### src/include/lbc_cfg.svh
// constants of the logic self-test controller
`ifndef LBC_CFG_SVH
`define LBC_CFG_SVH
`define LBC_OFF_CTRL 8'h00
`define LBC_OFF_GCFG7 8'h04
`define LBC_OFF_INJ 8'h08
`define LBC_OFF_STAT 8'h0c
`define LBC_OFF_NMI_FLAG_REGISTER 8'h10
`define LBC_OFF_SEM 8'h14
`define LBC_OFF_SIG 8'h18
`define LBC_OFF_EXP 8'h1c
`define LBC_CTRL_START 0
`define LBC_DIV_HI 19
`define LBC_DIV_LO 18
`define LBC_DIV_2 2'h1
`define LBC_DIV_4 2'h2
`define LBC_INJ_LOW_HI 11
`define LBC_INJ_FAULT_LO 12
`define LBC_INJ_NONE 12'h000
`define LBC_INJ_TIMEOUT 12'h00a
`define LBC_INJ_CMP 12'h0a0
`define LBC_INJ_TRAP 12'ha00
`define LBC_CODE_PASS 16'h0003
`define LBC_CODE_TIMEOUT 16'h0029
`define LBC_CODE_TRAP 16'h0005
`define LBC_CODE_FAULT 16'h001b
`define LBC_FLG_INT 0
`define LBC_FLG_CORE1 4
`define LBC_FLG_CORE2 5
`define LBC_SEM_RESET 2'h0
`define LBC_SEM_CORE2 2'h1
`define LBC_SEM_CORE1 2'h2
`define LBC_SEM_FREE 2'h3
`define LBC_RUN_NS 2500
`define LBC_CLK_MHZ 100
`define LBC_RUN_STEPS ((`LBC_RUN_NS * `LBC_CLK_MHZ) / 1000)
`define LBC_TO_MARGIN 16'h0010
`define LBC_TO_FORCED 16'h0008
`define LBC_CMP_CORRUPT 32'hffffffff
`define LBC_SEED 32'h00000001
`define LBC_POLY 32'h04c11db7
`endif

### src/include/lbc_pkg.sv
// types of the logic self-test controller
`default_nettype none
package lbc_pkg;
	typedef enum logic [2:0] {LBC_IDLE = 3'b001, LBC_EXEC = 3'b010, LBC_CMP = 3'b100} lbc_state_e;
	typedef struct packed {
		lbc_state_e st;
		logic [1:0] nmi_sync;
		logic tester;
		logic [15:0] steps;
		logic [15:0] tmr;
		logic [7:0] micro;
		logic [31:0] cfg7;
		logic [31:0] inj;
		logic [15:0] code;
		logic [15:0] nmi_flag_register;
		logic [1:0] sem;
		logic [31:0] expct;
		logic [31:0] prdata;
		logic nmi1;
		logic nmi2;
		logic clr;
		logic [15:0] exec_cyc;
	} lbc_top_s;
	typedef struct packed {
		logic [1:0] cnt;
	} lbc_step_s;
	typedef struct packed {
		logic [31:0] lfsr;
		logic [31:0] misr;
	} lbc_sig_s;
endpackage
`default_nettype wire

### src/include/lbc_eng_if.sv
// link between the controller and its step and signature engines
`timescale 1ns/1ps
`default_nettype none
interface lbc_eng_if;
	logic run;
	logic [1:0] div;
	logic step;
	logic clear;
	logic [19:0] fault;
	logic [31:0] sig;
	modport ctl (output run, output div, output clear, output fault, input step, input sig);
	modport gen (input run, input div, output step);
	modport sig_end (input step, input clear, input fault, output sig);
endinterface
`default_nettype wire

### src/verilog/lbc_ctrl.sv
// logic self-test controller with apb registers, run sequencing and nmi reporting
`include "lbc_cfg.svh"
`timescale 1ns/1ps
`default_nettype none
module lbc_ctrl #(
	parameter bit DUAL_CORE = 1'b1,
	parameter logic [15:0] RUN_STEPS = 16'(`LBC_RUN_STEPS),
	parameter logic [7:0] MICROS_PER_FULL = 8'h04
) (
	input wire logic MCLK,
	input wire logic RESET_N,
	input wire logic PSEL,
	input wire logic PENABLE,
	input wire logic PWRITE,
	input wire logic [7:0] PADDR,
	input wire logic [31:0] PWDATA,
	output logic [31:0] PRDATA,
	output logic PREADY,
	output logic PSLVERR,
	input wire logic CORE_SEL,
	input wire logic NMI_IN,
	output logic CORE1_HALT,
	output logic CORE2_HALT,
	output logic NMI_CORE1,
	output logic NMI_CORE2
);
	lbc_pkg::lbc_top_s r;
	lbc_pkg::lbc_top_s n;
	lbc_eng_if eng ();

	logic acc;
	logic wr;
	logic mapped;
	logic owner_ok;
	logic sem_ok;
	logic start;
	logic [11:0] inj_low;
	logic inj_to;
	logic inj_cmp;
	logic inj_trap;
	logic inj_fault;
	logic [15:0] to_limit;
	logic expired;
	logic last_step;
	logic [31:0] cmp_ref;
	logic mismatch;
	logic [15:0] period;

	// =====================================================
	// sub engines
	lbc_step_gen u_step (
		.MCLK(MCLK),
		.RESET_N(RESET_N),
		.eng(eng.gen)
	);
	lbc_sig_engine u_sig (
		.MCLK(MCLK),
		.RESET_N(RESET_N),
		.eng(eng.sig_end)
	);

	assign eng.run = (r.st == lbc_pkg::LBC_EXEC);
	assign eng.div = r.cfg7[`LBC_DIV_HI:`LBC_DIV_LO];
	assign eng.clear = r.clr;
	assign eng.fault = inj_fault ? r.inj[31:`LBC_INJ_FAULT_LO] : 20'h0;

	// =====================================================
	// apb decode
	assign acc = PSEL && PENABLE;
	assign wr = acc && PWRITE;
	assign PREADY = 1'b1;
	assign mapped = (PADDR[1:0] == 2'h0) && (PADDR <= `LBC_OFF_EXP);
	// core one owns the controller after reset until a semaphore says otherwise
	assign owner_ok = (r.sem == `LBC_SEM_FREE)
		|| (r.sem == `LBC_SEM_CORE2 && CORE_SEL)
		|| ((r.sem == `LBC_SEM_CORE1 || r.sem == `LBC_SEM_RESET) && !CORE_SEL);
	assign sem_ok = (r.sem == `LBC_SEM_RESET) || (r.sem == `LBC_SEM_FREE) || owner_ok;
	assign PSLVERR = acc && (!mapped
		|| (PWRITE && PADDR == `LBC_OFF_SEM && !sem_ok)
		|| (PWRITE && PADDR != `LBC_OFF_SEM && PADDR != `LBC_OFF_NMI_FLAG_REGISTER && !owner_ok));
	assign PRDATA = r.prdata;
	assign start = wr && owner_ok && PADDR == `LBC_OFF_CTRL && PWDATA[`LBC_CTRL_START]
		&& r.st == lbc_pkg::LBC_IDLE;

	// =====================================================
	// injection decode
	assign inj_low = r.inj[`LBC_INJ_LOW_HI:0];
	assign inj_to = (r.inj[31:`LBC_INJ_FAULT_LO] == 20'h0) && inj_low == `LBC_INJ_TIMEOUT;
	assign inj_cmp = (r.inj[31:`LBC_INJ_FAULT_LO] == 20'h0) && inj_low == `LBC_INJ_CMP;
	assign inj_trap = (r.inj[31:`LBC_INJ_FAULT_LO] == 20'h0) && inj_low == `LBC_INJ_TRAP;
	assign inj_fault = (r.inj[31:`LBC_INJ_FAULT_LO] != 20'h0) && inj_low == `LBC_INJ_NONE;

	// the watchdog allows a quarter-rate run plus margin; an armed time-out shortens it
	assign to_limit = inj_to ? `LBC_TO_FORCED : {RUN_STEPS[13:0], 2'b00} + `LBC_TO_MARGIN;
	assign expired = (r.tmr == to_limit);
	assign last_step = eng.step && (r.steps == RUN_STEPS - 16'h1);
	assign cmp_ref = inj_cmp ? (r.expct ^ `LBC_CMP_CORRUPT) : r.expct;
	assign mismatch = (eng.sig != cmp_ref);
	assign period = (eng.div == `LBC_DIV_2) ? 16'h2 : (eng.div == `LBC_DIV_4) ? 16'h4 : 16'h1;

	// the tested core is held for the whole run, including the final compare
	assign CORE1_HALT = (r.st != lbc_pkg::LBC_IDLE) && !r.tester;
	assign CORE2_HALT = (r.st != lbc_pkg::LBC_IDLE) && r.tester;
	assign NMI_CORE1 = r.nmi1;
	assign NMI_CORE2 = r.nmi2;

	// =====================================================
	// next state
	always_comb
	begin
		n = r;
		n.nmi_sync = {r.nmi_sync[0], NMI_IN};
		n.nmi1 = 1'b0;
		n.nmi2 = 1'b0;
		n.clr = 1'b0;
		n.exec_cyc = (r.st == lbc_pkg::LBC_EXEC) ? r.exec_cyc + 16'h1 : 16'h0;

		if (PSEL && !PENABLE)
		begin
			unique case (PADDR)
				`LBC_OFF_GCFG7: n.prdata = r.cfg7;
				`LBC_OFF_INJ: n.prdata = r.inj;
				`LBC_OFF_STAT: n.prdata = {15'h0, r.st != lbc_pkg::LBC_IDLE, r.code};
				`LBC_OFF_NMI_FLAG_REGISTER: n.prdata = {16'h0, r.nmi_flag_register};
				`LBC_OFF_SEM: n.prdata = {30'h0, r.sem};
				`LBC_OFF_SIG: n.prdata = eng.sig;
				`LBC_OFF_EXP: n.prdata = r.expct;
				default: n.prdata = 32'h0;
			endcase
		end

		if (wr && owner_ok)
		begin
			unique case (PADDR)
				`LBC_OFF_GCFG7: n.cfg7 = PWDATA;
				`LBC_OFF_INJ: n.inj = PWDATA;
				`LBC_OFF_EXP: n.expct = PWDATA;
				default: n.cfg7 = r.cfg7;
			endcase
		end
		if (wr && PADDR == `LBC_OFF_SEM && sem_ok)
			n.sem = PWDATA[1:0];
		// write one to clear; an event in the same cycle sets it again below
		if (wr && PADDR == `LBC_OFF_NMI_FLAG_REGISTER)
			n.nmi_flag_register = r.nmi_flag_register & ~PWDATA[15:0];

		unique case (r.st)
			lbc_pkg::LBC_IDLE:
			begin
				if (start && inj_trap)
				begin
					// stopped before execution: nmi to the requester, flags untouched
					n.code = `LBC_CODE_TRAP;
					n.micro = 8'h0;
					n.nmi1 = !CORE_SEL;
					n.nmi2 = CORE_SEL;
				end
				else if (start)
				begin
					n.st = lbc_pkg::LBC_EXEC;
					n.tester = CORE_SEL;
					n.steps = 16'h0;
					n.tmr = 16'h0;
					if (r.micro == 8'h0)
					begin
						n.clr = 1'b1;
						n.code = 16'h0;
					end
				end
			end
			lbc_pkg::LBC_EXEC:
			begin
				n.tmr = r.tmr + 16'h1;
				if (r.nmi_sync[1])
				begin
					// nmi has priority over everything else in the run
					n.st = lbc_pkg::LBC_IDLE;
					n.code = `LBC_CODE_TRAP;
					n.micro = 8'h0;
				end
				else if (expired)
				begin
					n.st = lbc_pkg::LBC_IDLE;
					n.code = `LBC_CODE_TIMEOUT;
					n.micro = 8'h0;
					n.nmi_flag_register[`LBC_FLG_INT] = 1'b1;
					n.nmi_flag_register[`LBC_FLG_CORE1] = !r.tester;
					n.nmi_flag_register[`LBC_FLG_CORE2] = r.tester;
					if (!r.nmi_flag_register[`LBC_FLG_INT])
					begin
						n.nmi1 = DUAL_CORE || !r.tester;
						n.nmi2 = DUAL_CORE || r.tester;
					end
				end
				else if (eng.step)
				begin
					n.steps = r.steps + 16'h1;
					if (last_step)
					begin
						if (r.micro == MICROS_PER_FULL - 8'h1)
							n.st = lbc_pkg::LBC_CMP;
						else
						begin
							n.st = lbc_pkg::LBC_IDLE;
							n.micro = r.micro + 8'h1;
						end
					end
				end
			end
			lbc_pkg::LBC_CMP:
			begin
				n.st = lbc_pkg::LBC_IDLE;
				n.micro = 8'h0;
				if (mismatch && !inj_cmp)
				begin
					n.code = `LBC_CODE_FAULT;
					n.nmi_flag_register[`LBC_FLG_INT] = 1'b1;
					n.nmi_flag_register[`LBC_FLG_CORE1] = !r.tester;
					n.nmi_flag_register[`LBC_FLG_CORE2] = r.tester;
					if (!r.nmi_flag_register[`LBC_FLG_INT])
					begin
						n.nmi1 = DUAL_CORE || !r.tester;
						n.nmi2 = DUAL_CORE || r.tester;
					end
				end
				else
					n.code = `LBC_CODE_PASS;
			end
		endcase
	end

	always_ff @(posedge MCLK or negedge RESET_N)
	begin
		if (!RESET_N)
		begin
			r <= '0;
			r.st <= lbc_pkg::LBC_IDLE;
		end
		else
			r <= n;
	end

	// =====================================================
	// checks
	a_core_held: assert property (@(posedge MCLK) disable iff (!RESET_N)
		r.st != lbc_pkg::LBC_IDLE |-> (CORE1_HALT ^ CORE2_HALT) && !(PSEL && PENABLE && PWRITE && start))
		else $error("tested core not held during run");
	a_run_length: assert property (@(posedge MCLK) disable iff (!RESET_N)
		r.st == lbc_pkg::LBC_EXEC && last_step && !r.nmi_sync[1] && !expired
		|-> r.exec_cyc == RUN_STEPS * period - 16'h1)
		else $error("micro-run length wrong for clock setting");
	a_nmi_stops: assert property (@(posedge MCLK) disable iff (!RESET_N)
		r.st == lbc_pkg::LBC_EXEC && r.nmi_sync[1] |=> r.st == lbc_pkg::LBC_IDLE && !CORE1_HALT && !CORE2_HALT)
		else $error("nmi did not stop the run");
	a_clean_pass: assert property (@(posedge MCLK) disable iff (!RESET_N)
		r.st == lbc_pkg::LBC_CMP && r.inj == 32'h0 && eng.sig == r.expct
		|=> r.code == `LBC_CODE_PASS && !NMI_CORE1 && !NMI_CORE2)
		else $error("clean run did not pass");
	a_timeout_report: assert property (@(posedge MCLK) disable iff (!RESET_N)
		r.st == lbc_pkg::LBC_EXEC && expired && !r.nmi_sync[1] && !r.nmi_flag_register[`LBC_FLG_INT]
		|=> r.code == `LBC_CODE_TIMEOUT && r.nmi_flag_register[`LBC_FLG_INT] && (r.tester ? NMI_CORE2 : NMI_CORE1))
		else $error("time-out not reported");
	a_cmp_silent: assert property (@(posedge MCLK) disable iff (!RESET_N)
		r.st == lbc_pkg::LBC_CMP && inj_cmp
		|=> r.code == `LBC_CODE_PASS && !NMI_CORE1 && !NMI_CORE2 && $stable(r.nmi_flag_register[`LBC_FLG_CORE2:`LBC_FLG_CORE1]))
		else $error("corrupted compare raised a failure");
	a_trap_noflag: assert property (@(posedge MCLK) disable iff (!RESET_N)
		start && inj_trap |=> r.code == `LBC_CODE_TRAP && (NMI_CORE1 ^ NMI_CORE2)
		&& r.st == lbc_pkg::LBC_IDLE && $stable(r.nmi_flag_register))
		else $error("nmi trap misbehaved");
	a_fault_report: assert property (@(posedge MCLK) disable iff (!RESET_N)
		r.st == lbc_pkg::LBC_CMP && mismatch && !inj_cmp && !r.nmi_flag_register[`LBC_FLG_INT]
		|=> r.code == `LBC_CODE_FAULT && (r.tester ? NMI_CORE2 : NMI_CORE1))
		else $error("signature mismatch not reported");
	a_fault_range: assert property (@(posedge MCLK) disable iff (!RESET_N)
		r.st == lbc_pkg::LBC_EXEC && r.inj[31:`LBC_INJ_FAULT_LO] != 20'h0 && inj_low == 12'h0
		|-> eng.fault == r.inj[31:`LBC_INJ_FAULT_LO])
		else $error("logic fault value not applied");
	a_dual_nmi: assert property (@(posedge MCLK) disable iff (!RESET_N)
		DUAL_CORE && $rose(r.nmi_flag_register[`LBC_FLG_INT]) && r.st == lbc_pkg::LBC_IDLE
		|-> NMI_CORE1 && NMI_CORE2 && (r.nmi_flag_register[`LBC_FLG_CORE1] != r.nmi_flag_register[`LBC_FLG_CORE2]))
		else $error("failure nmi not sent to both cores");
	a_sem_lock: assert property (@(posedge MCLK) disable iff (!RESET_N)
		PSEL && PENABLE && PWRITE && PADDR == `LBC_OFF_SEM && r.sem == `LBC_SEM_CORE1 && CORE_SEL
		|=> $stable(r.sem))
		else $error("semaphore changed by non-owner");
endmodule
`default_nettype wire

### src/verilog/lbc_step_gen.sv
// test clock step generator, full rate or divided by 2 or 4
`include "lbc_cfg.svh"
`timescale 1ns/1ps
`default_nettype none
module lbc_step_gen (
	input wire logic MCLK,
	input wire logic RESET_N,
	lbc_eng_if.gen eng
);
	lbc_pkg::lbc_step_s r;
	lbc_pkg::lbc_step_s n;
	logic [1:0] last;

	assign last = (eng.div == `LBC_DIV_2) ? 2'h1 : (eng.div == `LBC_DIV_4) ? 2'h3 : 2'h0;
	// a step closes each test clock period, so a divided run lasts exactly two or four times as long
	assign eng.step = eng.run && (r.cnt == last);

	always_comb
	begin
		n = r;
		if (!eng.run || r.cnt == last)
			n.cnt = 2'h0;
		else
			n.cnt = r.cnt + 2'h1;
	end

	always_ff @(posedge MCLK or negedge RESET_N)
	begin
		if (!RESET_N)
			r <= '0;
		else
			r <= n;
	end

	// =====================================================
	// checks
	a_div_quarter: assert property (@(posedge MCLK) disable iff (!RESET_N)
		eng.run && eng.div == `LBC_DIV_4 && eng.step |=> !eng.step [*3])
		else $error("quarter rate step came early");
	a_div_half: assert property (@(posedge MCLK) disable iff (!RESET_N)
		eng.run && eng.div == `LBC_DIV_2 && eng.step |=> !eng.step ##1 (eng.step || !eng.run))
		else $error("half rate step spacing wrong");
endmodule
`default_nettype wire

### src/verilog/lbc_sig_engine.sv
// pattern source, circuit response and signature register
`include "lbc_cfg.svh"
`timescale 1ns/1ps
`default_nettype none
module lbc_sig_engine (
	input wire logic MCLK,
	input wire logic RESET_N,
	lbc_eng_if.sig_end eng
);
	lbc_pkg::lbc_sig_s r;
	lbc_pkg::lbc_sig_s n;

	function automatic logic [31:0] shift_poly(input logic [31:0] v);
		shift_poly = {v[30:0], 1'b0} ^ (v[31] ? `LBC_POLY : 32'h0);
	endfunction

	assign eng.sig = r.misr;

	always_comb
	begin
		n.lfsr = eng.clear ? `LBC_SEED : r.lfsr;
		n.misr = eng.clear ? 32'h0 : r.misr;
		// a step in the clearing cycle starts from the seed, so the signature does not depend on the divider
		if (eng.step)
		begin
			// injected fault flips response bits of the logic under test
			n.misr = shift_poly(n.misr) ^ n.lfsr ^ {eng.fault, 12'h000};
			n.lfsr = shift_poly(n.lfsr);
		end
	end

	always_ff @(posedge MCLK or negedge RESET_N)
	begin
		if (!RESET_N)
			r <= '0;
		else
			r <= n;
	end
endmodule
`default_nettype wire

### config.mk
export PLATFORM = sky130hd
export DESIGN_NAME = lbc_ctrl
export DESIGN_NICKNAME = d
export VERILOG_FILES = /design/src/include/lbc_pkg.sv /design/src/include/lbc_eng_if.sv /design/src/verilog/lbc_ctrl.sv /design/src/verilog/lbc_step_gen.sv /design/src/verilog/lbc_sig_engine.sv
export VERILOG_INCLUDE_DIRS = /design/src /design/src/include
export SDC_FILE = /design/constraint.sdc
export NUM_CORES = 1
export LEC_CHECK = 0
export ABC_AREA = 1
export BUFFER_PORTS_ARGS = -buffer_cell sky130_fd_sc_hd__buf_4
export CAP_MARGIN = 10
export CORE_UTILIZATION = 35
export CTS_CLUSTER_SIZE = 12
export DETAILED_ROUTE_END_ITERATION = 8
export SETUP_SLACK_MARGIN = 0.5
export SLEW_MARGIN = 30
export SYNTH_ARGS = -nofsm -noshare
export SYNTH_HDL_FRONTEND = slang
export SYNTH_SLANG_ARGS = --single-unit
### constraint.sdc
create_clock -name MCLK -period 4 [get_ports MCLK]
set_input_delay 0.4 -clock MCLK [delete_from_list [all_inputs] [get_ports MCLK]]
set_output_delay 0.4 -clock MCLK [all_outputs]
set_load 0.03 [all_outputs]
Word level (Yosys, flattened, before mapping)
Index checks and enable logic that the tools add are counted.
Cells by class
  add/sub/neg operators: 4
  order comparisons: 1
  equality and inequality tests: 38
  mux-type cells: 59
  bitwise gates (word level): 8
  reductions and logical operators: 62
Operators with widths (number)
  one-hot mux 32 bit (7 select lines): 1
  2-to-1 mux 32 bit: 5
  2-to-1 mux 16 bit: 8
  XOR 32 bit: 4
  2-to-1 mux 64 bit: 1
  one-hot mux 32 bit (2 select lines): 1
  2-to-1 mux 27 bit: 2
  2-to-1 mux 8 bit: 6
  one-hot mux 16 bit (3 select lines): 1
  adder 16 x 1 -> 16 bit (second input constant): 2
  == test 8 x 5 -> 1 bit (second input constant): 4
  != test 32 bit: 1
  inverter 32 bit: 1
  logical AND 1 bit: 29
  one-hot mux 8 bit (3 select lines): 1
  2-to-1 mux 2 bit: 11
  2-to-1 mux 3 bit: 7
  logical NOT 20 bit: 1
  2-to-1 mux 20 bit: 1
  nonzero test 20 bit: 1
  AND 16 bit: 1
  == test 16 x 10 -> 1 bit: 1
  == test 16 x 8 -> 1 bit (second input constant): 1
  == test 8 x 4 -> 1 bit (second input constant): 2
  other kinds (41): 79
Storage, ports and cells
  flip-flop bits (word level): 277
  bits of input ports: 47
  output and inout port bits: 38
  word-level logic and storage cells: 192

Longest topological paths before layout
Gate-level depths: netlist of run 1.
  word-level depth: 11
  gate-level depth with buffers: 16
  depth with buffers taken out: 16

Cells and area by module
Synthesis of run 1 repeated with hierarchy kept, for this count alone.
Unflattened totals
  cells, all modules: 1967
  area, all modules: 15028.2 sq um
Modules (own cells, without submodules)
  lbc_ctrl: times used 1, cells an instance 1331, area each 10720.3 sq um
  lbc_sig_engine: times used 1, cells an instance 615, area each 4167.7 sq um
  lbc_step_gen: times used 1, cells an instance 21, area each 140.1 sq um

Least setup slack after synthesis of run 1
OpenSTA, ideal clock, no wires.
  path kind: register to register
  start point: register r[83] in the netlist's numbering
  end point: register r[218] in the netlist's numbering
  setup time: 118 ps
  arrival: 1900 ps
  setup slack: 1982 ps
  cell stages (with the launch flop): 15
  path buffers: 1
  path through: dfrtp_1 -> inv_1 -> ha_1 -> o21ai_0 -> nand2_1 -> nand2_1 -> nor4_4 -> nand2_2 -> nor2_4 -> nor2_4 -> nor2_4 -> o21ai_4 -> buf_6 -> nand2_1 -> o21ai_2
Between the ends
  cells in the longest elaborated chain, start to end: 11
  elaborated cells on any way between the ends: 17
  classes of those cells: eq/ne (5); reduce/logical (12)
Ends and longest elaborated chain
  from (decl): RTL line lbc_ctrl.sv:27  | lbc_pkg::lbc_top_s r;
  from (signal assigned): RTL line lbc_ctrl.sv:240  | r <= n;
  == test 2 x 1 -> 1 bit (no line) (tied with other cells)
  logical AND 1 bit / logical OR 1 bit (equally long branches)
  logical OR 1 bit / logical AND 1 bit (equally long branches): RTL line lbc_ctrl.sv:74, lbc_ctrl.sv:76
  logical OR 1 bit *: RTL line lbc_ctrl.sv:74  | assign owner_ok = (r.sem == `LBC_SEM_FREE)
  logical AND 1 bit *: RTL line lbc_ctrl.sv:82  | assign start = wr && owner_ok && PADDR == `LBC_OFF_CTRL && PWDATA[`LBC_CTRL_START]
  logical AND 1 bit (no line) *
  logical AND 1 bit * (2 in series): RTL line lbc_ctrl.sv:82
  logical AND 1 bit: RTL line lbc_ctrl.sv:150  | if (start && inj_trap)
  != test 2 bit (no line)
  AND reduction 6 bit (no line) *
Every way passes the cells marked *; elsewhere a longest branch is shown, timed or not.
A chain may end at the register's enable or synchronous reset.

Worst setup path in the final report of run 1
  start point: register r[83] in the netlist's numbering
  end point: output PSLVERR
Between the ends
  cells in the longest elaborated chain, start to end: 10
  elaborated cells on any way between the ends: 18
  classes of those cells: eq/ne (3); reduce/logical (15)
Ends and longest elaborated chain
  == test 2 x 1 -> 1 bit (no line) (tied with other cells)
  logical AND 1 bit / logical OR 1 bit (equally long branches)
  logical OR 1 bit / logical AND 1 bit (equally long branches): RTL line lbc_ctrl.sv:74, lbc_ctrl.sv:76
  logical OR 1 bit: RTL line lbc_ctrl.sv:74
  logical OR 1 bit: RTL line lbc_ctrl.sv:77  | assign sem_ok = (r.sem == `LBC_SEM_RESET) || (r.sem == `LBC_SEM_FREE) || owner_ok;
  logical NOT 1 bit: RTL line lbc_ctrl.sv:79  | || (PWRITE && PADDR == `LBC_OFF_SEM && !sem_ok)
  logical AND 1 bit: RTL line lbc_ctrl.sv:79
  logical OR 1 bit: RTL line lbc_ctrl.sv:78  | assign PSLVERR = acc && (!mapped
  logical OR 1 bit *: RTL line lbc_ctrl.sv:78
  logical AND 1 bit *: RTL line lbc_ctrl.sv:78
  to (decl): RTL line lbc_ctrl.sv:19  | output logic PSLVERR,
Marks and branches as above.

==> results.sh, run 1 <==
export IMPL_drtIter0Drc=1076
export IMPL_worstRegToRegCells=14
export IMPL_hold_viol_final=0
export IMPL_startpoint_type="flip-flop"
export IMPL_grt_pass1_wl_microns=67900
export IMPL_path_max_fanout=5
export IMPL_clock_sinks=267
export IMPL_grt_usage_pct=20.7
export IMPL_dieArea_sq_um=41800
export IMPL_setup_slack_ns=1.37
export IMPL_fin_nets=1897
export IMPL_whs_ns=0.0506
export IMPL_syn_num_nets=1853
export IMPL_hold_path_depth=2
export IMPL_antenna_found_initial=4
export IMPL_fin_crit_sh_pct=65.8
export IMPL_portBuffers=83
export IMPL_worstSetupPathType="reg2out"
export IMPL_fillers=4014
export IMPL_synth_seq_cells=267
export IMPL_syn_area_sq_um=14300
export IMPL_wl_per_cell_microns=18.0
export IMPL_start_util_pct=35.8
export IMPL_avgSynthCellArea_sq_um=7.99
export IMPL_r2r_end="r[209]$_DFFE_PN0P_"
export IMPL_hold_class="in2reg"
export IMPL_vias=12300
export IMPL_worstMarginPinSlew_ns=0.837
export IMPL_max_stage_delay_ns=0.42
export IMPL_crit_path_end_kind="output port"
export IMPL_die_w_microns=204
export IMPL_clock_latency_ns=0.57
export IMPL_finalPower_mw=7.31
export IMPL_grt_max_degree=98
export IMPL_p_leak_nw=7.60
export IMPL_tns_ns=0
export IMPL_max_freq_mhz=380
export IMPL_boundaryPins=85
export IMPL_seq_area_frac_synth_pct=46.6
export IMPL_antenna_left=0
export IMPL_setup_viol=0
export IMPL_crit_family="compound AO/OA/AOI/OAI gates"
export IMPL_max_cap_violations=0
export IMPL_power_density_nw_per_um2=445
export IMPL_critPathRequiredTime_ns=3.60
export IMPL_fin_cells=2387
export IMPL_synth_cell_types=48
export IMPL_design_area_sq_um=16400
export IMPL_cts_clk_slew_worst_paths_ns=0.06
export IMPL_root_buffer="clkbuf_16"
export IMPL_viasPerCell=5.13
export IMPL_cts_buffer_depth=3
export IMPL_core_sq_um=40100
export IMPL_status="finished clean"
export IMPL_grt_ovfl_total=0
export IMPL_grt_pass1_vias=11800
export IMPL_clock_skew_ns=0.0131
export IMPL_drt_wl_total_microns=42900
export IMPL_cts_tree="built"
export IMPL_yosys_warnings=0
export IMPL_crit_slowest_cell="dfrtp_1"
export IMPL_max_slew_margin_rel_pct=44.1
export IMPL_cts_buffers_inserted=31
export IMPL_drc_errors=0
export IMPL_reg2reg_setup_slack_ns=1.39
export IMPL_die_y_microns=204
export IMPL_drv_slew=0
export IMPL_place_congestion=0.898
export IMPL_hold_path_end="r[100]$_DFFE_PN0P_"
export IMPL_place_detailed_hpwl_microns=30600
export IMPL_utilization_pct=40.9
export IMPL_area_growth_synth_to_final_pct=14.4
export IMPL_rows=73
export IMPL_final_layout_size_suffix_gt1_share_pct=12.6
export IMPL_min_delay_start="PWDATA[15]"
export IMPL_place_inst=2328
export IMPL_ctsHtreeMaxLevel=1
export IMPL_rsz0062_at_grt="false"
export IMPL_placed_area_sq_um=15300
export IMPL_dp_slack_ns=1.28
export IMPL_fin_crit_ns=2.63
export IMPL_ir_drop_uv=320
export IMPL_crit_buf_inv=2
export IMPL_cp_cell_sequence="inv_1 > ha_1 > o21ai_0 > nand2_1 > o22ai_1 > nand3_1 > a31oi_1 > buf_4"
export IMPL_first_pass_iters=6
export IMPL_cp_data_arrival_time_ns=2.23
export IMPL_rr_startpoint="r[84]$_DFFE_PN0P_"
export IMPL_netlist_instances=1795
## routing by layer
metal,track usage (%),up-vias,wire length (microns)
met5,0,-,43
met4,6.00,6,1040
met3,3.54,75,2740
met2,32.8,382,19600
met1,29.0,5907,19500
li1,-,5881,-
## final cells by class
type	count	area, sq um	share of cell area (%)
Multi-Input combinational cell	1182	6200	37.8
Tap cell	525	657	4.00
Timing Repair Buffer	113	893	5.44
Antenna cell	1	2.50	0.0153
Clock inverter	8	118	0.717
Inverter	244	916	5.58
Sequential cell	267	6680	40.7
Clock buffer	47	936	5.70
## cell usage after synthesis (all sizes together)
cell | count | area (sq um)
a21oi | 24 | 120
ha | 11 | 138
conb | 1 | 3.75
inv | 243 | 912
o22ai | 61 | 382
nand3 | 50 | 280
o21ai | 246 | 1300
a31oi | 1 | 6.26
buf | 58 | 388
dfrtp | 266 | 6660
a211oi | 11 | 82.6
or2 | 10 | 62.6
xnor2 | 25 | 219
o32ai | 4 | 35.0
a221oi | 16 | 140
o2111ai | 4 | 35.0
nor4 | 15 | 124
nand2 | 418 | 1580
dfstp | 1 | 26.3
nand3b | 3 | 22.5
o21bai | 2 | 15.0
clkbuf | 44 | 165
o221ai | 2 | 17.5
nand4 | 19 | 119
nor3 | 33 | 176
a31o | 1 | 8.76
nor2 | 154 | 667
clkinv | 1 | 3.75
o211ai | 1 | 7.51
a21boi | 4 | 30.0
mux2 | 12 | 135
xor2 | 54 | 473
## flip-flops by register name (all words and copies together) (netlist names)
signal         count
NMI_CORE1          1
NMI_CORE2          1
PRDATA            32
eng.clear          1
eng.div            2
inj_low           12
n                  1
r                151
u_sig.eng.sig     32
u_sig.r           32
u_step.r           2
## logic make-up after synthesis
| group | count (synthesis) | share of synthesized area [%] |
|---|---|---|
| and+or+nand+nor | 702 | 21.2 |
| AOI/OAI and AO/OA | 377 | 15.2 |
| buffers and inverters | 346 | 10.2 |
| DFF | 267 | 46.6 |
| xor gates and xnor gates | 79 | 4.83 |
| muxes | 12 | 0.942 |
| adders and majority gates | 11 | 0.960 |
| other | 1 | 0.0262 |
## power breakdown
group | internal [mW] | total, mW | switching (mW)
logic | 0.384 | 1.41 | 1.02
registers | 2.85 | 2.98 | 0.133
clock network | 1.79 | 2.92 | 1.13
## cell usage in the layout, fill, tap and decap left out, types with 9 or more instances in the layout
cell / Yosys / layout
nand2_1: 412 / 412
dfrtp_1: 266 / 266
inv_1: 238 / 238
o21ai_0: 224 / 224
nor2_1: 138 / 137
buf_4: 34 / 108
o22ai_1: 61 / 61
xor2_1: 54 / 54
nand3_1: 47 / 47
nor3_1: 32 / 32
clkbuf_16: 0 / 31
xnor2_1: 25 / 25
a21oi_1: 24 / 24
nand4_1: 19 / 19
a221oi_1: 16 / 16
o21ai_2: 16 / 16
nor4_1: 13 / 13
mux2_2: 12 / 12
a211oi_1: 11 / 11
ha_1: 11 / 11
nor2_4: 7 / 10
clkbuf_8: 0 / 10
or2_2: 9 / 9
## how the worst max path moves through the flow
stage | start | endpoint | slack (ns) | depth (start not counted)
finish | r[83]$_DFFE_PN0P_ | PSLVERR | 1.37 | 8
global route | r[83]$_DFFE_PN0P_ | r[191]$_DFFE_PN0P_ | 1.19 | 12
CTS | r[137]$_DFFE_PN0P_ | r[209]$_DFFE_PN0P_ | 1.25 | 11
detailed placement | r[137]$_DFFE_PN0P_ | r[209]$_DFFE_PN0P_ | 1.28 | 11
global placement | r[137]$_DFFE_PN0P_ | r[215]$_DFFE_PN0P_ | 1.34 | 11
floorplan | r[83]$_DFFE_PN0P_ | r[218]$_DFFE_PN0P_ | 1.98 | 14
## worst reg2reg max path: cells and delay by family, from the launching register on
| family | cells | cell delay (ns) |
|---|---|---|
| adders and majority gates | 1 | 0.16 |
| buffers and inverters | 2 | 0.34 |
| AOI/OAI and AO/OA | 3 | 0.33 |
| DFF | 1 | 0.41 |
| and+or+nand+nor | 8 | 1.26 |
## timing repair
item | CTS | global route
hold buffers | 2 | 0
buffers inserted | 0 | 0
endpoints found under the hold margin | 94 | 0
gates resized for setup | 0 | 0
Note: power is estimated with default switching activity, not from simulation.
==> inputs of run 2 (changes only) <==
==> constraint.sdc (replaced) <==
create_clock -name MCLK -period 2.75 [get_ports MCLK]
set_input_delay 0.275 -clock MCLK [delete_from_list [all_inputs] [get_ports MCLK]]
set_output_delay 0.275 -clock MCLK [all_outputs]
set_load 0.03 [all_outputs]
==> results.sh, run 2 (synthesized netlist as in run 1, its figures left out) <==
export IMPL_grt_usage_pct=20.6
export IMPL_drt_wl_total_microns=42800
export IMPL_worstRegToRegCells=14
export IMPL_top_register="r"
export IMPL_power_density_nw_per_um2=623
export IMPL_crit_start="r[83]$_DFFE_PN0P_"
export IMPL_setup_viol=0
export IMPL_cts_buffers_inserted=30
export IMPL_max_slew_margin_rel_pct=50.4
export IMPL_drtIter0Drc=1149
export IMPL_final_layout_size_suffix_gt1_share_pct=15.0
export IMPL_critPathRequiredTime_ns=2.48
export IMPL_p_leak_nw=7.87
export IMPL_path_max_fanout=4
export IMPL_wl_per_cell_microns=17.5
export IMPL_fin_crit_ns=2.29
export IMPL_max_cap_violations=0
export IMPL_cp_data_arrival_time_ns=2.02
export IMPL_boundaryPins=85
export IMPL_grt_pass1_wl_microns=67500
export IMPL_die_w_microns=204
export IMPL_whs_ns=0.0414
export IMPL_drc_errors=0
export IMPL_rr_startpoint="r[84]$_DFFE_PN0P_"
export IMPL_hold_path_depth=4
export IMPL_final_cell_mix="nand2_1 (407), dfrtp_1 (263), inv_1 (234), o21ai_0 (223), nor2_1 (134)"
export IMPL_grt_max_degree=83
export IMPL_fin_crit_sh_pct=83.3
export IMPL_startpoint_type="flip-flop"
export IMPL_hold_class="in2reg"
export IMPL_rows=73
export IMPL_start_util_pct=35.8
export IMPL_grt_ovfl_total=0
export IMPL_worstMarginPinSlew_ns=0.739
export IMPL_vias=12400
export IMPL_min_delay_start="PENABLE"
export IMPL_ir_drop_uv=427
export IMPL_cts_buffer_depth=3
export IMPL_max_freq_mhz=436
export IMPL_clock_skew_ns=0.0135
export IMPL_place_detailed_hpwl_microns=30200
export IMPL_root_buffer="clkbuf_16"
export IMPL_ctsHtreeMaxLevel=1
export IMPL_clock_latency_ns=0.58
export IMPL_portBuffers=83
export IMPL_rsz0062_at_grt="true"
export IMPL_tns_ns=0
export IMPL_status="finished clean"
export IMPL_grt_pass1_vias=12000
export IMPL_drv_slew=0
export IMPL_layout_commonest_cell="nand2_1"
export IMPL_core_sq_um=40100
export IMPL_cts_tree="built"
export IMPL_cts_clk_slew_worst_paths_ns=0.06
export IMPL_die_y_microns=204
export IMPL_area_growth_synth_to_final_pct=19.4
export IMPL_largest_register_ffs=151
export IMPL_worstSetupPathType="reg2out"
export IMPL_clock_sinks=267
export IMPL_antenna_found_initial=2
export IMPL_fin_nets=1960
export IMPL_antenna_left=0
export IMPL_first_pass_iters=5
export IMPL_viasPerCell=5.06
export IMPL_crit_path_end_kind="output port"
export IMPL_place_congestion=0.877
export IMPL_dieArea_sq_um=41800
export IMPL_hold_viol_final=0
-- run 2: worst paths after layout --
| kind | slack [ns] | end |
|---|---|---|
| worst max-delay path | 0.46 | PSLVERR |
| max in group asynchronous | 1.61 | r[73]$_DFFE_PN0P_ |
| min in group asynchronous | 0.29 | u_sig.eng.sig[28]$_DFF_PN0_ |
| worst min register to register | 0.37 | r[223]$_DFF_PN0_ |
| worst min-delay path | 0.04 | PRDATA[2]$_DFFE_PN0P_ |
| worst max register to register | 0.48 | r[215]$_DFFE_PN0P_ |
-- run 2: power breakdown --
group / internal (mW) / switching (mW)
combinational: 0.744 / 1.58
clock: 2.34 / 1.67
sequential: 4.14 / 0.191
-- run 2: final cells by class --
type	instances	area (sq um)
Antenna cell	1	2.50
Clock inverter	12	128
Inverter	244	922
Fill cell	3960	23000
Timing Repair Buffer	175	1520
Tap cell	525	657
Multi-Input combinational cell	1184	6360
Clock buffer	40	848
Sequential cell	267	6690
-- run 2: per-layer routing --
layer	vias up	track usage (%)	routed length, microns
met5	-	0	13
met1	5920	29.0	19400
met2	370	33.0	19700
met4	2	6.00	1070
li1	6025	-	-
met3	69	2.57	2690
-- run 2: through the flow --
| step | instance area [sq um] | util, % | total power, mW | instances | setup slack (ns) |
|---|---|---|---|---|---|
| 2_1_floorplan | 14300 | - | 5.77 | 1795 | 0.732 |
| 3_3_place_gp | 15500 | 38.6 | 6.41 | 2342 | 0.220 |
| 3_5_place_dp | 15500 | 38.6 | 6.43 | 2342 | 0.155 |
| 4_1_cts | 16900 | 42.2 | 10.7 | 2439 | 0.381 |
| 5_1_grt | 17100 | 42.7 | 11.2 | 2447 | 0.348 |
| 6_report | 17100 | 42.7 | 10.7 | 2448 | 0.458 |
-- run 2: repair_timing --
action | CTS | global route
cloned | 1 | 1
endpoints found under the setup margin | 31 | 46
setup buffers | 9 | 7
endpoints found under the hold margin | 185 | 0
pin swaps | 8 | 9
hold buffers | 35 | 0
resized for setup | 11 | 27
-- run 2: critical path, cell delays in order (launching register included) --
cell and delay [ns]:
dfrtp_2 0.44, inv_4 0.07, ha_4 0.16, o21ai_2 0.15
nand2_1 0.08, o22ai_1 0.11, nand3_1 0.09, a31oi_1 0.17
buf_4 0.19
